===== src/hw/trs_pkg.sv =====
// Constants shared by the trap and reset status block
package trs_pkg;

    localparam int ADDR_W = 12;
    localparam int DATA_W = 32;
    localparam int REG_W  = 16;

    // Register byte offsets
    localparam logic [11:0] TRAP_CTRL_OFS   = 12'h000;
    localparam logic [11:0] RESET_CAUSE_OFS = 12'h004;
    localparam logic [11:0] IRQ_STATUS_OFS  = 12'h008;
    localparam logic [11:0] IRQ_ENABLE_OFS  = 12'h00c;
    localparam logic [11:0] IRQ_CLEAR_OFS   = 12'h010;

    // trap_control_status fields
    localparam int NEST_DIS_BIT  = 15;
    localparam int ACC_A_OVF_BIT = 14;
    localparam int ACC_B_OVF_BIT = 13;
    localparam int ACC_A_CAT_BIT = 12;
    localparam int ACC_B_CAT_BIT = 11;
    localparam int ACC_A_TE_BIT  = 10;
    localparam int ACC_B_TE_BIT  = 9;
    localparam int CAT_TE_BIT    = 8;
    localparam int SHIFT_ERR_BIT = 7;
    localparam int DIV_ZERO_BIT  = 6;
    localparam int DMA_TRAP_BIT  = 5;
    localparam int MATH_ERR_BIT  = 4;
    localparam int ADDR_ERR_BIT  = 3;
    localparam int STACK_ERR_BIT = 2;
    localparam int OSC_FAIL_BIT  = 1;
    localparam logic [15:0] TRAP_CTRL_RESET = 16'h0000;
    localparam logic [15:0] TRAP_CTRL_MASK  = 16'hfffe;
    localparam logic [15:0] TRAP_FLAG_MASK  = 16'h78fe;

    // reset_cause_flags fields
    localparam int WDT_SW_EN_BIT = 5;
    localparam int SLEEP_BIT     = 3;
    localparam int IDLE_BIT      = 2;
    localparam int BROWNOUT_BIT  = 1;
    localparam int POWER_ON_BIT  = 0;
    localparam logic [15:0] RESET_CAUSE_RESET = 16'h0001;
    localparam logic [15:0] RESET_CAUSE_MASK  = 16'h002f;

    // Interrupt events
    localparam int NUM_EVENTS  = 7;
    localparam int EV_MATH     = 0;
    localparam int EV_ADDR     = 1;
    localparam int EV_STACK    = 2;
    localparam int EV_OSC      = 3;
    localparam int EV_DMA      = 4;
    localparam int EV_BROWNOUT = 5;
    localparam int EV_WAKE     = 6;
    localparam logic [6:0] IRQ_ENABLE_RESET = 7'h00;

    // Synchronised pins: brownout, oscillator fail, watchdog config
    localparam int SYNC_W = 3;
    localparam logic [2:0] SYNC_RESET = 3'h4;

endpackage


===== src/hw/pin_sync.sv =====
// Three-stage pin synchroniser with agreement filter
`timescale 1ns/1ps
module pin_sync #(
    parameter int         W         = 1,
    parameter logic [W-1:0] RESET_VAL = '0
) (
    input  wire logic         clk_i,
    input  wire logic         rst_n_i,
    input  wire logic [W-1:0] din_i,
    output logic      [W-1:0] dout_o
);
    genvar i;
    generate
        for (i = 0; i < W; i++) begin : g_bit
            logic s1_q, s2_q, s3_q, lvl_q, lvl_d;

            // Change accepted once stages two and three agree
            always_comb begin
                lvl_d = (s2_q == s3_q) ? s3_q : lvl_q;
            end

            always_ff @(posedge clk_i or negedge rst_n_i) begin
                if (!rst_n_i) begin
                    s1_q  <= RESET_VAL[i];
                    s2_q  <= RESET_VAL[i];
                    s3_q  <= RESET_VAL[i];
                    lvl_q <= RESET_VAL[i];
                end else begin
                    s1_q  <= din_i[i];
                    s2_q  <= s1_q;
                    s3_q  <= s2_q;
                    lvl_q <= lvl_d;
                end
            end

            assign dout_o[i] = lvl_q;
        end
    endgenerate
endmodule // pin_sync


===== src/hw/event_irq.sv =====
// Sticky event status, enable and clear with one interrupt line
`timescale 1ns/1ps
module event_irq #(
    parameter int N = 7
) (
    input  wire logic         clk_i,
    input  wire logic         rst_n_i,
    input  wire logic [N-1:0] set_i,
    input  wire logic         clear_wr_i,
    input  wire logic         enable_wr_i,
    input  wire logic [N-1:0] wdata_i,
    output logic      [N-1:0] status_o,
    output logic      [N-1:0] enable_o,
    output logic              irq_o
);
    logic [N-1:0] status_q, status_d;
    logic [N-1:0] enable_q, enable_d;
    logic         irq_q, irq_d;

    // Set wins over a clear in the same cycle
    always_comb begin
        status_d = status_q & ~(clear_wr_i ? wdata_i : '0);
        status_d = status_d | set_i;
        enable_d = enable_wr_i ? wdata_i : enable_q;
        irq_d    = |(status_d & enable_d);
    end

    always_ff @(posedge clk_i or negedge rst_n_i) begin
        if (!rst_n_i) begin
            status_q <= '0;
            enable_q <= '0;
            irq_q    <= 1'b0;
        end else begin
            status_q <= status_d;
            enable_q <= enable_d;
            irq_q    <= irq_d;
        end
    end

    assign status_o = status_q;
    assign enable_o = enable_q;
    assign irq_o    = irq_q;
endmodule // event_irq


===== src/hw/trap_and_reset_status.sv =====
// Trap control, reset cause and wake flags behind an APB slave
//
// What this block does
// RULE1: Trap bit 15 nests off, 14/13 A/B overflow, 12/11 A/B catastrophic.
// RULE2: Trap bits 7..1: shift, divide, DMA, math, address, stack, osc fail.
// RULE3: A catastrophic overflow trap of accumulator A sets trap bit 12.
// RULE4: Trap bit 10 enables the accumulator A overflow trap.
// RULE5: A math trap from an invalid accumulator shift sets trap bit 7.
// RULE6: A math trap from a divide by zero sets trap bit 6.
// RULE7: The trap register resets to zero and bit 0 always reads zero.
// RULE8: Having been in Sleep sets reset-cause bit 3.
// RULE9: Having been in Idle sets reset-cause bit 2.
// RULE10: A brown-out reset sets reset-cause bit 1.
// RULE11: A power-on reset sets reset-cause bit 0.
// RULE12: Software may set or clear reset flags; a write never resets.
// RULE13: An unprogrammed watchdog config bit keeps the watchdog on.
// RULE14: Trap flags stay set until software writes them to zero.
// RULE15: Nesting disable holds off requests during service.
`timescale 1ns/1ps
module trap_and_reset_status
    import trs_pkg::*;
#(
    parameter int PRIO_W = 3
) (
    input  wire logic                      MCLK_I,
    input  wire logic                      RESET_N_I,
    input  wire logic                      PSEL_I,
    input  wire logic                      PENABLE_I,
    input  wire logic                      PWRITE_I,
    input  wire logic [trs_pkg::ADDR_W-1:0] PADDR_I,
    input  wire logic [trs_pkg::DATA_W-1:0] PWDATA_I,
    output logic      [trs_pkg::DATA_W-1:0] PRDATA_O,
    output logic                           PREADY_O,
    output logic                           PSLVERR_O,
    input  wire logic                      ACC_A_OVF_I,
    input  wire logic                      ACC_B_OVF_I,
    input  wire logic                      ACC_A_CAT_I,
    input  wire logic                      ACC_B_CAT_I,
    input  wire logic                      SHIFT_ERR_I,
    input  wire logic                      DIV_ZERO_I,
    input  wire logic                      DMA_TRAP_I,
    input  wire logic                      ADDR_ERR_I,
    input  wire logic                      STACK_ERR_I,
    input  wire logic                      OSC_FAIL_I,
    input  wire logic                      BROWNOUT_I,
    input  wire logic                      SLEEP_WAKE_I,
    input  wire logic                      IDLE_WAKE_I,
    input  wire logic                      WDT_CONFIG_EN_I,
    input  wire logic                      IRQ_REQ_I,
    input  wire logic [PRIO_W-1:0]         IRQ_PRIO_I,
    input  wire logic                      IN_SERVICE_I,
    input  wire logic [PRIO_W-1:0]         SERVICE_PRIO_I,
    output logic                           IRQ_GRANT_O,
    output logic                           TRAP_REQ_O,
    output logic                           WATCHDOG_EN_O,
    output logic                           IRQ_O
);
    import trs_pkg::*;

    // APB state
    logic [DATA_W-1:0] prdata_q, prdata_d;
    logic              pready_q, pready_d;
    logic              pslverr_q, pslverr_d;

    // Register state
    logic [REG_W-1:0]  trap_q, trap_d;
    logic [REG_W-1:0]  cause_q, cause_d;
    logic [REG_W-1:0]  trap_set;

    // Derived outputs
    logic              grant_q, grant_d;
    logic              trap_req_q, trap_req_d;
    logic              wdt_en_q, wdt_en_d;

    // Edge detection on filtered pins
    logic              bor_prev_q, bor_prev_d;
    logic              osc_prev_q, osc_prev_d;
    logic              bor_rise, osc_rise;

    // Synchronised pins
    logic [SYNC_W-1:0] pin_raw, pin_lvl;
    logic              bor_lvl, osc_lvl, wdt_cfg_lvl;

    // Bus decode
    logic              setup, access, wr;
    logic              aligned, hit;
    logic              wr_trap, wr_cause, wr_en, wr_clr;
    logic [REG_W-1:0]  wdata16;
    logic [NUM_EVENTS-1:0] ev_set, ev_status, ev_enable;
    logic              irq_int;
    logic              math_set;

    assign pin_raw = {WDT_CONFIG_EN_I, OSC_FAIL_I, BROWNOUT_I};

    pin_sync #(
        .W         (SYNC_W),
        .RESET_VAL (SYNC_RESET)
    ) u_pin_sync (
        .clk_i   (MCLK_I),
        .rst_n_i (RESET_N_I),
        .din_i   (pin_raw),
        .dout_o  (pin_lvl)
    );

    assign bor_lvl     = pin_lvl[0];
    assign osc_lvl     = pin_lvl[1];
    assign wdt_cfg_lvl = pin_lvl[2];

    // Pin edge detection
    always_comb begin
        bor_rise   = bor_lvl & ~bor_prev_q;
        osc_rise   = osc_lvl & ~osc_prev_q;
        bor_prev_d = bor_lvl;
        osc_prev_d = osc_lvl;
    end

    always_ff @(posedge MCLK_I or negedge RESET_N_I) begin
        if (!RESET_N_I) begin
            bor_prev_q <= 1'b0;
            osc_prev_q <= 1'b0;
        end else begin
            bor_prev_q <= bor_prev_d;
            osc_prev_q <= osc_prev_d;
        end
    end

    // APB decode
    always_comb begin
        setup   = PSEL_I & ~PENABLE_I;
        access  = PSEL_I & PENABLE_I & pready_q;
        wr      = access & PWRITE_I & ~pslverr_q;
        aligned = (PADDR_I[1:0] == 2'b00);
        hit     = aligned & ((PADDR_I == TRAP_CTRL_OFS) |
                             (PADDR_I == RESET_CAUSE_OFS) |
                             (PADDR_I == IRQ_STATUS_OFS) |
                             (PADDR_I == IRQ_ENABLE_OFS) |
                             (PADDR_I == IRQ_CLEAR_OFS));
        wr_trap  = wr & (PADDR_I == TRAP_CTRL_OFS);
        wr_cause = wr & (PADDR_I == RESET_CAUSE_OFS);
        wr_en    = wr & (PADDR_I == IRQ_ENABLE_OFS);
        wr_clr   = wr & (PADDR_I == IRQ_CLEAR_OFS);
        wdata16  = PWDATA_I[REG_W-1:0];
    end

    // Read data and response are prepared in the setup cycle
    always_comb begin
        pready_d  = setup;
        pslverr_d = setup ? ~hit : pslverr_q;
        prdata_d  = prdata_q;
        if (setup) begin
            prdata_d = '0;
            if (aligned) begin
                case (PADDR_I)
                    TRAP_CTRL_OFS: begin
                        prdata_d[REG_W-1:0] = trap_q;
                    end
                    RESET_CAUSE_OFS: begin
                        prdata_d[REG_W-1:0] = cause_q;
                    end
                    IRQ_STATUS_OFS: begin
                        prdata_d[NUM_EVENTS-1:0] = ev_status;
                    end
                    IRQ_ENABLE_OFS: begin
                        prdata_d[NUM_EVENTS-1:0] = ev_enable;
                    end
                    default: begin
                        prdata_d = '0;
                    end
                endcase
            end
        end
    end

    always_ff @(posedge MCLK_I or negedge RESET_N_I) begin
        if (!RESET_N_I) begin
            prdata_q  <= '0;
            pready_q  <= 1'b0;
            pslverr_q <= 1'b0;
        end else begin
            prdata_q  <= prdata_d;
            pready_q  <= pready_d;
            pslverr_q <= pslverr_d;
        end
    end

    // Hardware set terms for the trap register
    always_comb begin
        trap_set = '0;
        trap_set[ACC_A_OVF_BIT] = ACC_A_OVF_I
                                & trap_q[ACC_A_TE_BIT]; // [RULE4]
        trap_set[ACC_B_OVF_BIT] = ACC_B_OVF_I & trap_q[ACC_B_TE_BIT];
        trap_set[ACC_A_CAT_BIT] = ACC_A_CAT_I & trap_q[CAT_TE_BIT]; // [RULE3]
        trap_set[ACC_B_CAT_BIT] = ACC_B_CAT_I & trap_q[CAT_TE_BIT];
        trap_set[SHIFT_ERR_BIT] = SHIFT_ERR_I; // [RULE5]
        trap_set[DIV_ZERO_BIT]  = DIV_ZERO_I; // [RULE6]
        trap_set[DMA_TRAP_BIT]  = DMA_TRAP_I; // [RULE2]
        trap_set[ADDR_ERR_BIT]  = ADDR_ERR_I;
        trap_set[STACK_ERR_BIT] = STACK_ERR_I;
        trap_set[OSC_FAIL_BIT]  = osc_rise;
        math_set = SHIFT_ERR_I | DIV_ZERO_I |
                   trap_set[ACC_A_OVF_BIT] | trap_set[ACC_B_OVF_BIT] |
                   trap_set[ACC_A_CAT_BIT] | trap_set[ACC_B_CAT_BIT];
        trap_set[MATH_ERR_BIT] = math_set;
    end

    // Flags hold until written to zero; a set beats the write
    always_comb begin
        trap_d = wr_trap ? (wdata16 & TRAP_CTRL_MASK) : trap_q; // [RULE1]
        trap_d = trap_d | trap_set; // [RULE14]
        trap_d[0] = 1'b0; // [RULE7]
        trap_req_d = |(trap_d & TRAP_FLAG_MASK);
    end

    always_ff @(posedge MCLK_I or negedge RESET_N_I) begin
        if (!RESET_N_I) begin
            trap_q     <= TRAP_CTRL_RESET; // [RULE7]
            trap_req_q <= 1'b0;
        end else begin
            trap_q     <= trap_d;
            trap_req_q <= trap_req_d;
        end
    end

    // Reset cause and wake flags; writes only store bits
    always_comb begin
        cause_d = wr_cause ? (wdata16 & RESET_CAUSE_MASK)
                           : cause_q; // [RULE12]
        if (SLEEP_WAKE_I) begin
            cause_d[SLEEP_BIT] = 1'b1; // [RULE8]
        end
        if (IDLE_WAKE_I) begin
            cause_d[IDLE_BIT] = 1'b1; // [RULE9]
        end
        if (bor_rise) begin
            cause_d[BROWNOUT_BIT] = 1'b1; // [RULE10]
        end
        wdt_en_d = wdt_cfg_lvl | cause_d[WDT_SW_EN_BIT]; // [RULE13]
    end

    always_ff @(posedge MCLK_I or negedge RESET_N_I) begin
        if (!RESET_N_I) begin
            cause_q  <= RESET_CAUSE_RESET; // [RULE11]
            wdt_en_q <= 1'b1;
        end else begin
            cause_q  <= cause_d;
            wdt_en_q <= wdt_en_d;
        end
    end

    // Interrupt nesting control
    always_comb begin
        grant_d = 1'b0;
        if (IRQ_REQ_I) begin
            if (!IN_SERVICE_I) begin
                grant_d = 1'b1;
            end else if (!trap_q[NEST_DIS_BIT]) begin
                grant_d = (IRQ_PRIO_I > SERVICE_PRIO_I); // [RULE15]
            end
        end
    end

    always_ff @(posedge MCLK_I or negedge RESET_N_I) begin
        if (!RESET_N_I) begin
            grant_q <= 1'b0;
        end else begin
            grant_q <= grant_d;
        end
    end

    // Interrupt events
    always_comb begin
        ev_set              = '0;
        ev_set[EV_MATH]     = math_set;
        ev_set[EV_ADDR]     = ADDR_ERR_I;
        ev_set[EV_STACK]    = STACK_ERR_I;
        ev_set[EV_OSC]      = osc_rise;
        ev_set[EV_DMA]      = DMA_TRAP_I;
        ev_set[EV_BROWNOUT] = bor_rise;
        ev_set[EV_WAKE]     = SLEEP_WAKE_I | IDLE_WAKE_I;
    end

    event_irq #(
        .N (NUM_EVENTS)
    ) u_event_irq (
        .clk_i       (MCLK_I),
        .rst_n_i     (RESET_N_I),
        .set_i       (ev_set),
        .clear_wr_i  (wr_clr),
        .enable_wr_i (wr_en),
        .wdata_i     (PWDATA_I[NUM_EVENTS-1:0]),
        .status_o    (ev_status),
        .enable_o    (ev_enable),
        .irq_o       (irq_int)
    );

    assign PRDATA_O      = prdata_q;
    assign PREADY_O      = pready_q;
    assign PSLVERR_O     = pslverr_q;
    assign IRQ_GRANT_O   = grant_q;
    assign TRAP_REQ_O    = trap_req_q;
    assign WATCHDOG_EN_O = wdt_en_q;
    assign IRQ_O         = irq_int;

endmodule // trap_and_reset_status


===== config.mk =====
export PLATFORM = sky130hd
export DESIGN_NAME = trap_and_reset_status
export DESIGN_NICKNAME = d
export VERILOG_FILES = /design/src/hw/trs_pkg.sv /design/src/hw/pin_sync.sv /design/src/hw/event_irq.sv /design/src/hw/trap_and_reset_status.sv
export SDC_FILE = /design/constraint.sdc
export NUM_CORES = 1
export LEC_CHECK = 0
export BUFFER_PORTS_ARGS = -buffer_cell sky130_fd_sc_hd__buf_2
export CAP_MARGIN = 15
export CORE_MARGIN = 5
export CORE_UTILIZATION = 46
export CTS_BUF_LIST = sky130_fd_sc_hd__clkbuf_4 sky130_fd_sc_hd__clkbuf_8
export DETAILED_ROUTE_END_ITERATION = 16
export GPL_TIMING_DRIVEN = 0
export HOLD_SLACK_MARGIN = 0.03
export PLACE_DENSITY = 0.86
export SLEW_MARGIN = 40
export SYNTH_ARGS = -nofsm -noshare
export SYNTH_HDL_FRONTEND = slang
export SYNTH_SLANG_ARGS = --single-unit

===== constraint.sdc =====
create_clock -name MCLK_I -period 1.6 [get_ports MCLK_I]
set_input_delay 0 -clock MCLK_I [delete_from_list [all_inputs] [get_ports MCLK_I]]
set_output_delay 0 -clock MCLK_I [all_outputs]
set_load 0.05 [all_outputs]

Word-level counts from Yosys, hierarchy flattened --
Index checks and enable logic that the tools add are counted.
Storage, ports and cells: register bits after elaboration 86, input port bits 71, output and inout port bits 38, logic and storage cells 94
Cells by class: $lt $le $gt $ge 1, equal/unequal tests 7, muxes and demuxes 13, bitwise operators 37, reduce and logical (&&, ||, !) cells 7
Operator list (number):
- 16-bit two-way mux | 2
- 7-bit case mux with 4 select lines | 1
- 12-bit by 4-bit == test with 1-bit output (second input constant) | 2
- 1-bit AND | 16
- 16-bit by 15-bit OR with 16-bit output | 1
- 7-bit AND | 2
- 7-bit two-way mux | 2
- 12-bit by 3-bit == test with 1-bit output (second input constant) | 1
- 12-bit by 5-bit == test with 1-bit output (second input constant) | 1
- 12-bit zero test | 1
- 1-bit OR | 11
- 11-bit OR reduction | 1
- 9-bit two-way mux | 1
- 7-bit NOT | 1
- 7-bit OR | 1
- 7-bit OR reduction | 1
- 1-bit two-way mux | 6
- 6-bit two-way mux | 1
- 2-bit nonzero test | 3
- 1-bit NOT | 5
- 1-bit == test | 3
- 3-bit greater-than comparator | 1
- 2-bit zero test | 1

Depth between registers and ports, before layout --
Gate-level depths: netlist (run 1).
word-level depth 11, gate-level depth with buffers 7, depth with buffers taken out 6

Hierarchy --
A second synthesis (run 1) with hierarchy kept.
Unflattened totals: cells, all modules 291, area total of the unflattened synthesis 3261.9 um^2
By module, submodules not included:
- trap_and_reset_status | times used 1, cells each 231, area each 2285.9 um^2, sequential area each 1078.5 um^2
- event_irq | times used 1, cells each 42, area each 614.3 um^2, sequential area each 375.4 um^2
- pin_sync | times used 1, cells each 18, area each 361.6 um^2, sequential area each 305.3 um^2

Least setup slack after synthesis (run 1) --
Ideal clock, no wire load.
path kind flip-flop to flip-flop, start register pready_q (netlist: PREADY_O), end register u_event_irq.irq_q (netlist: u_event_irq.irq_o), setup time 135 ps, arrival 1991 ps, required time 1465 ps, slack -525 ps, cell stages (with the launch flop) 7, buffers on the path 0, clock period less this slack 2125 ps, path through dfrtp_1 nand4_1 nor2_1 nand4_2 mux2_1 a32oi_1 nand4_1
Between the ends: elaborated cells on any way between the ends 12, classes of those cells mux (2); bitwise (9); reduce/logical (1)
RTL lines:
- start, declared | RTL line trap_and_reset_status.sv:62 | logic pready_q, pready_d;
- start signal, assigned | RTL line trap_and_reset_status.sv:181 | pready_q <= pready_d;
- 1-bit AND | RTL line trap_and_reset_status.sv:130 | access = PSEL_I & PENABLE_I & pready_q;
- 1-bit AND (2 in a row) | RTL line trap_and_reset_status.sv:131 | wr = access & PWRITE_I & ~pslverr_q;
- 1-bit AND | RTL line trap_and_reset_status.sv:140 | wr_en = wr & (PADDR_I == IRQ_ENABLE_OFS);
- 7-bit two-way mux | RTL line event_irq.sv:24 | enable_d = enable_wr_i ? wdata_i : enable_q;
- named net u_event_irq.enable_d[4] | RTL line event_irq.sv:17 | logic [N-1:0] enable_q, enable_d;
- 7-bit AND | RTL line event_irq.sv:25 | irq_d = |(status_d & enable_d);
- 7-bit OR reduction | RTL line event_irq.sv:25
- named net u_event_irq.irq_d | RTL line event_irq.sv:18 | logic irq_q, irq_d;
- end signal, assigned | RTL line event_irq.sv:36 | irq_q <= irq_d;
- end, declared | RTL line event_irq.sv:18
The timed path passes the listed nets, and every way through them passes these cells. A chain may end at the register's enable or synchronous reset.

Worst setup path after layout (run 1) --
start register pready_q (netlist: PREADY_O), end register u_event_irq.irq_q (netlist: u_event_irq.irq_o)
Between the ends: cells in the longest elaborated chain, start to end 10, elaborated cells on any way between the ends 12, classes of those cells mux (2); bitwise (9); reduce/logical (1)
RTL lines:
- 1-bit AND (*) | RTL line trap_and_reset_status.sv:130
- 1-bit AND (*) (2 in a row) | RTL line trap_and_reset_status.sv:131
- 1-bit AND | RTL line trap_and_reset_status.sv:141 | wr_clr = wr & (PADDR_I == IRQ_CLEAR_OFS);
- 7-bit two-way mux | RTL line event_irq.sv:22 | status_d = status_q & ~(clear_wr_i ? wdata_i : '0);
- 7-bit NOT | RTL line event_irq.sv:22
- 7-bit AND | RTL line event_irq.sv:22
- 7-bit OR | RTL line event_irq.sv:23 | status_d = status_d | set_i;
- 7-bit AND (*) | RTL line event_irq.sv:25
- 7-bit OR reduction (*) | RTL line event_irq.sv:25
- named net u_event_irq.irq_d | RTL line event_irq.sv:18
Mark *: on every way through the listed nets, which the timed path passes. The rest lies on a longest branch.

==> run_results.csv, run 1 <==
group,metric,value,unit
floorplanning,die_w,92.12,um
critical_path,path_cells,"nand4_1 -> or3_1 -> buf_6 -> nor3_4 -> buf_12 -> nand3b_1 -> a32oi_1 -> nand4_1",
critical_path,crit_family,"simple AND/OR/NAND/NOR gates",
critical_path,cp.arrival,2.14,ns
cts,cts_buffer_depth,2,
logic_synthesis,ys_seq_area_frac,0.5672,
global_route,grt_usage,0.2202,
drt,drtIter0Drc,218,
critical_path,slowest_stage,"dfrtp_2",
global_route,grt_max_degree,40,
drt,drt-total-wl,9.492,mm
floorplanning,fp-row-count,30,
power,total_power,3.897,mW
layout,fin_area,4523,um2
status,violations,"setup timing",
status,status,"complete, but fails checks",
logic_synthesis,synth.cell_area,3102,um2
timing,fin_setup_tns,-2.221,ns
timing,fin_crit,1.931,ns
timing,slew_viol_final,0,
logic_synthesis,synthesis.instances,264,
power,ir_drop,0.5199,mV
global_route,grt_pass1_vias,2921,
timing,fin_ws,-0.3308,ns
cts,clkLatencyLatePin,0.36,ns
hold_path,hp-class,"input pin to async pin",
critical_path,slowest_delay,0.36,ns
floorplanning,start_util,0.4642,
timing,fin_crit_sh,1.207,
timing,relSlewSlack,0.5692,
logic_synthesis,ys_ff_latch,70,
global_route,grt_pass1_wl,14.49,mm
logic_synthesis,yosys_most_used_dff,"dfrtp_1",
cts,htreeDepth,3,
placed_design,gp_congestion,0.8392,
critical_path,worstPathMaxFanout,7,
drt,via_count,2767,
logic_synthesis,synth_edf_count,0,
logic_synthesis,synth_top_family_by_area,"simple AND/OR/NAND/NOR gates",
placed_design,place.detailed.hpwl,5.574,mm
logic_synthesis,synth_simple_gate_area_share,0.1476,
global_route,grt_antenna_before_repair,0,
layout,layout.nets,493,
cts,cts_root_buf,"clkbuf_8",
floorplanning,dieHeight,92.12,um
layout,nFillCells,471,
timing,max_freq,517.9,MHz
power,total_leakage_power,2.216,nW
global_route,gr-total-overflow,0,
placed_design,portBuffers,76,
drt,drtPass1Iterations,5,
timing,hold_violations,0,
layout,synthToLayoutAreaGrowth,45.82,%
critical_path,startpoint_type,"flop",
logic_synthesis,postSynthAreaPerCell,11.75,um2
logic_synthesis,synth_compound_area_frac,0.09883,
run,max-cap-violations,0,
timing,finalSetupViolations,17,
drt,drtAntennaViolNets,0,
logic_synthesis,ys_types,49,
floorplanning,io_pins,109,
placed_design,place_area,3670,um2
critical_path,end_kind,"flop",
cts,cts_buffers,9,
cts,clock-sinks,70,
layout,drive_gt1_frac,0.4009,
logic_synthesis,synthMuxAreaShare,0.1025,
critical_path,path_buf_inv,2,
logic_synthesis,synthXorXnorAreaFrac,0,
drt,drc,0,
placed_design,placed_cells,436,
critical_path,critical_path_class,"flop to flop",
timing,rsz0062_at_grt,"true",
logic_synthesis,yosysWarnings,0,
critical_path,crit_required,1.81,ns
timing,worstMarginPinSlew,0.6462,ns
floorplanning,dieArea,8485,um2
power,pwr_density_cell,861.5,nW/um2
logic_synthesis,synthAdderAreaFrac,0.02178,
critical_path,cp_common_cell,"nand4_1",
drt,vias_per_cell,5.490,
cts,tritoncts,"built",
drt,wl_per_cell,18.83,um
timing,skew,0.01480,ns
logic_synthesis,async_reset_ff_frac,1.000,
layout,diodes,0,
floorplanning,core_area,6681,um2
layout,instances_no_fill,504,
cts,clk_pin_slew,0.08,ns
[cells in the mapped netlist, drive strengths merged (4+ instances only)]
library cell / instances / area [um2]
mux2: 14 / 157.7
nand3: 7 / 35.03
nor3: 4 / 36.29
dfstp: 6 / 157.7
a22o: 9 / 78.83
inv: 10 / 37.54
clkbuf: 4 / 15.01
mux2i: 7 / 70.07
a31oi: 7 / 43.79
nor4: 4 / 31.28
nor2: 24 / 106.4
nand4: 8 / 56.30
buf: 19 / 136.4
nand2: 21 / 78.83
or2: 4 / 25.03
mux4: 4 / 90.09
o21ai: 13 / 65.06
dfrtp: 64 / 1602
[through the flow]
step	worst slack [ns]	util	hold WS, ns
5_1_grt	-0.4142	0.6770	0.1446
6_report	-0.3308	0.6770	0.1164
2_1_floorplan	-0.2927	-	-0.2956
3_3_place_gp	-0.4286	0.5459	0.1049
3_5_place_dp	-0.4741	0.5493	-0.03277
4_1_cts	-0.3407	0.6556	0.1131
[per-layer routing]
layer / GRT usage / vias to the layer above / share of wire / routed length, um
li1: - / 1225 / - / -
met1: 0.2457 / 1313 / 0.36 / 3395
met2: 0.3650 / 180 / 0.50 / 4719
met3: 0.05332 / 49 / 0.088 / 835
met4: 0.1609 / 0 / 0.057 / 541
met5: 0 / - / 0 / 0
[layout by cell type (no fill, tap or decap), types with 5 or more instances in the layout]
cell type and instances:
a22o_1 9, a31oi_1 6, buf_2 76, buf_4 28
buf_6 6, clkbuf_8 9, conb_1 16, dfrtp_1 62
dfstp_2 6, dlygate4sd3_1 35, inv_1 10, mux2_1 6
nand2_1 21, nand3_1 5, nand4_1 7, nor2_1 21
o21ai_0 8
[path summary, 6_finish.rpt]
kind	slack, ns	cells after the start	start	endpoint
max	-0.33	8	PREADY_O	u_event_irq.irq_o
min	0.12	2	RESET_N_I	u_pin_sync.g_bit[0].s1_q
max reg2reg	-0.33	8	PREADY_O	u_event_irq.irq_o
min reg2reg	0.35	0	u_pin_sync.g_bit[1].s1_q	u_pin_sync.g_bit[1].s2_q
max in group asynchronous	0.87	3	RESET_N_I	cause_q[0]
min in group MCLK_I	0.16	4	PSEL_I	PREADY_O
[flip-flops by register name, summed over array words and instances (netlist names)]
| signal | flops |
|---|---|
| IRQ_GRANT_O | 1 |
| PRDATA_O | 16 |
| PREADY_O | 1 |
| PSLVERR_O | 1 |
| TRAP_REQ_O | 1 |
| WATCHDOG_EN_O | 1 |
| bor_prev_q | 1 |
| cause_q | 5 |
| osc_prev_q | 1 |
| trap_q | 15 |
| u_event_irq.enable_o | 7 |
| u_event_irq.irq_o | 1 |
| u_event_irq.status_o | 7 |
| u_pin_sync.g_bit.lvl_q | 3 |
| u_pin_sync.g_bit.s1_q | 3 |
| u_pin_sync.g_bit.s2_q | 3 |
| u_pin_sync.g_bit.s3_q | 3 |
[timing repair]
action,CTS,global route
endpoints found under the setup margin,27,34
gates resized for setup,10,22
cloned,0,0
pin swaps,6,16
buffers inserted,10,7
hold buffers,35,0
endpoints found under the hold margin,107,0
[report_power, final]
part	internal, mW	switching, mW	total [mW]
clock network	0.882	0.713	1.59
logic	0.194	0.285	0.479
registers	1.81	0.0144	1.82
total	2.88	1.01	3.90
[cells by family (layout without fill, tap and decap cells)]
group	Yosys count	after routing
compound gates	45	45
flops	70	70
buf+inv	33	178
simple gates	84	84
other cells	1	16
fa+ha+maj	6	6
mux	25	25
[cell type report]
type                    count  area (um2)  share of cell area
well taps                  80       100.1             0.02213
clock buffers               9       123.9             0.02739
flip-flops and latches     70        1762              0.3895
multi-input cells         176        1335              0.2952
repair buffers            129       912.1              0.2017
inverters                  10       37.54            0.008299
plain buffers              23       155.1             0.03430
clock inverters             7       97.59             0.02158
Note: power is estimated with default switching activity, not from simulation.
==> run 2, diff against run 1 <==
==> constraint.sdc (replaced) <==
create_clock -name MCLK_I -period 1.6 [get_ports MCLK_I]
set_input_delay 0.24 -clock MCLK_I [delete_from_list [all_inputs] [get_ports MCLK_I]]
set_output_delay 0.24 -clock MCLK_I [all_outputs]
set_load 0.05 [all_outputs]
==> run_results.csv, run 2 (same netlist as run 1, synthesis figures left out) <==
group,metric,value,unit
layout,largest_reg_flops,16,
cts,clk_pin_slew,0.08,ns
layout,diodes,0,
layout,nFillCells,524,
power,clkPwrFrac,0.369,
floorplanning,start_util,0.4642,
global_route,grt_pass1_wl,12.96,mm
power,pwr_density_cell,846.9,nW/um2
timing,fin_crit_sh,1.237,
power,seqPwrFrac,0.512,
power,p_int,2.630,mW
layout,mostFrequentLayoutCell,"buf_2",
timing,max_freq,505.4,MHz
drt,drt-total-wl,8.280,mm
timing,hold_violations,0,
placed_design,place_area,3670,um2
cts,cts_buffer_depth,2,
placed_design,place.detailed.hpwl,5.506,mm
drt,drtIter0Drc,161,
timing,skew,0.01245,ns
hold_path,min_path_cells,2,
layout,mostFrequentLayoutCells,"75 x buf_2, 62 x dfrtp_1, 25 x buf_4",
drt,vias_per_cell,5.350,
global_route,grt_antenna_before_repair,0,
placed_design,gp_congestion,0.8673,
layout,fin_area,4207,um2
layout,layout.nets,458,
cts,cts_buffers,9,
cts,cts_root_buf,"clkbuf_8",
power,switching_share,0.2618,
global_route,grt_max_degree,42,
status,violations,"setup timing",
timing,fin_ws,-0.3786,ns
floorplanning,fp-row-count,30,
floorplanning,dieArea,8485,um2
layout,synthToLayoutAreaGrowth,35.62,%
critical_path,worstPathMaxFanout,7,
cts,clock-sinks,70,
timing,slew_viol_final,0,
drt,drtPass1Iterations,4,
status,status,"complete, but fails checks",
drt,drc,0,
critical_path,reg2reg_depth,6,
timing,whs,0.07297,ns
critical_path,end_kind,"flop",
run,max-cap-violations,0,
drt,via_count,2509,
critical_path,crit_required,1.81,ns
floorplanning,die_w,92.12,um
cts,tritoncts,"built",
critical_path,cp.arrival,2.18,ns
critical_path,startpoint_type,"flop",
timing,relSlewSlack,0.5759,
power,p_sw,932.9,uW
timing,fin_crit,1.979,ns
timing,worstMarginPinSlew,0.6362,ns
power,ir_drop,0.4981,mV
drt,wl_per_cell,17.65,um
cts,htreeDepth,3,
floorplanning,core_area,6681,um2
global_route,gr-total-overflow,0,
drt,drtAntennaViolNets,0,
critical_path,critical_path_class,"flop to flop",
power,p_comb_frac,0.119,
timing,finalSetupViolations,25,
floorplanning,io_pins,109,
placed_design,portBuffers,76,
hold_path,hp-class,"input pin to flop",
global_route,grt_usage,0.1950,
power,total_leakage_power,2.067,nW
layout,drive_gt1_frac,0.4344,
timing,rsz0062_at_grt,"true",
floorplanning,dieHeight,92.12,um
cts,clkLatencyLatePin,0.35,ns
global_route,grt_pass1_vias,2734,
[run 2: what timing repair did]
item / 4_1_cts / 5_1_grt
setup buffers: 11 / 3
resized for setup: 22 / 15
setup endpoints to repair: 35 / 33
hold endpoints to repair: 27 / 0
hold buffers: 4 / 0
pin swaps: 10 / 8
[run 2: area by class of cell]
type,count,area (um2),share of cell area
Sequential cell,70,1762,0.4188
Multi-Input combinational cell,176,1383,0.3287
Timing Repair Buffer,95,600.6,0.1428
Clock buffer,14,167.7,0.03986
Buffer,22,146.4,0.03480
Tap cell,80,100.1,0.02380
Inverter,10,37.54,0.008923
Clock inverter,2,10.01,0.002380
[run 2: worst paths after layout]
| check | start | endpoint | slack, ns |
|---|---|---|---|
| worst max-delay path | PREADY_O | TRAP_REQ_O | -0.38 |
| worst min-delay path | IN_SERVICE_I | IRQ_GRANT_O | 0.07 |
| worst max register to register | PREADY_O | TRAP_REQ_O | -0.38 |
| worst min register to register | u_pin_sync.g_bit[0].s1_q | u_pin_sync.g_bit[0].s2_q | 0.35 |
| max in group asynchronous | RESET_N_I | u_pin_sync.g_bit[2].s1_q | 0.63 |
| min in group asynchronous | RESET_N_I | u_event_irq.status_o[0] | 0.37 |
[run 2: per-stage QoR]
step                      utilization  total power, mW  cells  TNS, ns  worst slack, ns
after floorplan                     -            2.086    279   -1.933          -0.2927
after global placement         0.5459            2.225    435   -15.61          -0.6568
after detailed placement       0.5493            2.244    436   -16.52          -0.6727
after CTS                      0.6174            3.560    467   -1.311          -0.3192
after global routing           0.6296            3.698    469   -4.010          -0.4183
final                          0.6296            3.563    469   -3.407          -0.3786
[run 2: worst max-delay path, cell delays in order (launching register included)]
cell      delay [ns]
dfrtp_2         0.35
nand4_1         0.16
or3_4           0.52
o21ai_1         0.24
nand3_2         0.17
nor4_4          0.27
nand4b_1        0.12
[run 2: routing by layer]
| layer | GRT usage | up-vias | share of wire |
|---|---|---|---|
| li1 | - | 1159 | - |
| met1 | 0.2236 | 1218 | 0.38 |
| met2 | 0.3254 | 112 | 0.51 |
| met3 | 0.07055 | 20 | 0.083 |
| met4 | 0.08911 | 0 | 0.023 |
| met5 | 0 | - | 0 |
[run 2: power by group through the flow]
stage          clock [mW]  sequential (mW)  combinational [mW]
3_5_place_dp            0             1.86               0.384
6_report             1.31             1.83               0.423
3_3_place_gp            0             1.86               0.367
4_1_cts              1.32             1.82               0.416
5_1_grt              1.41             1.83               0.458
2_1_floorplan           0             1.89               0.196
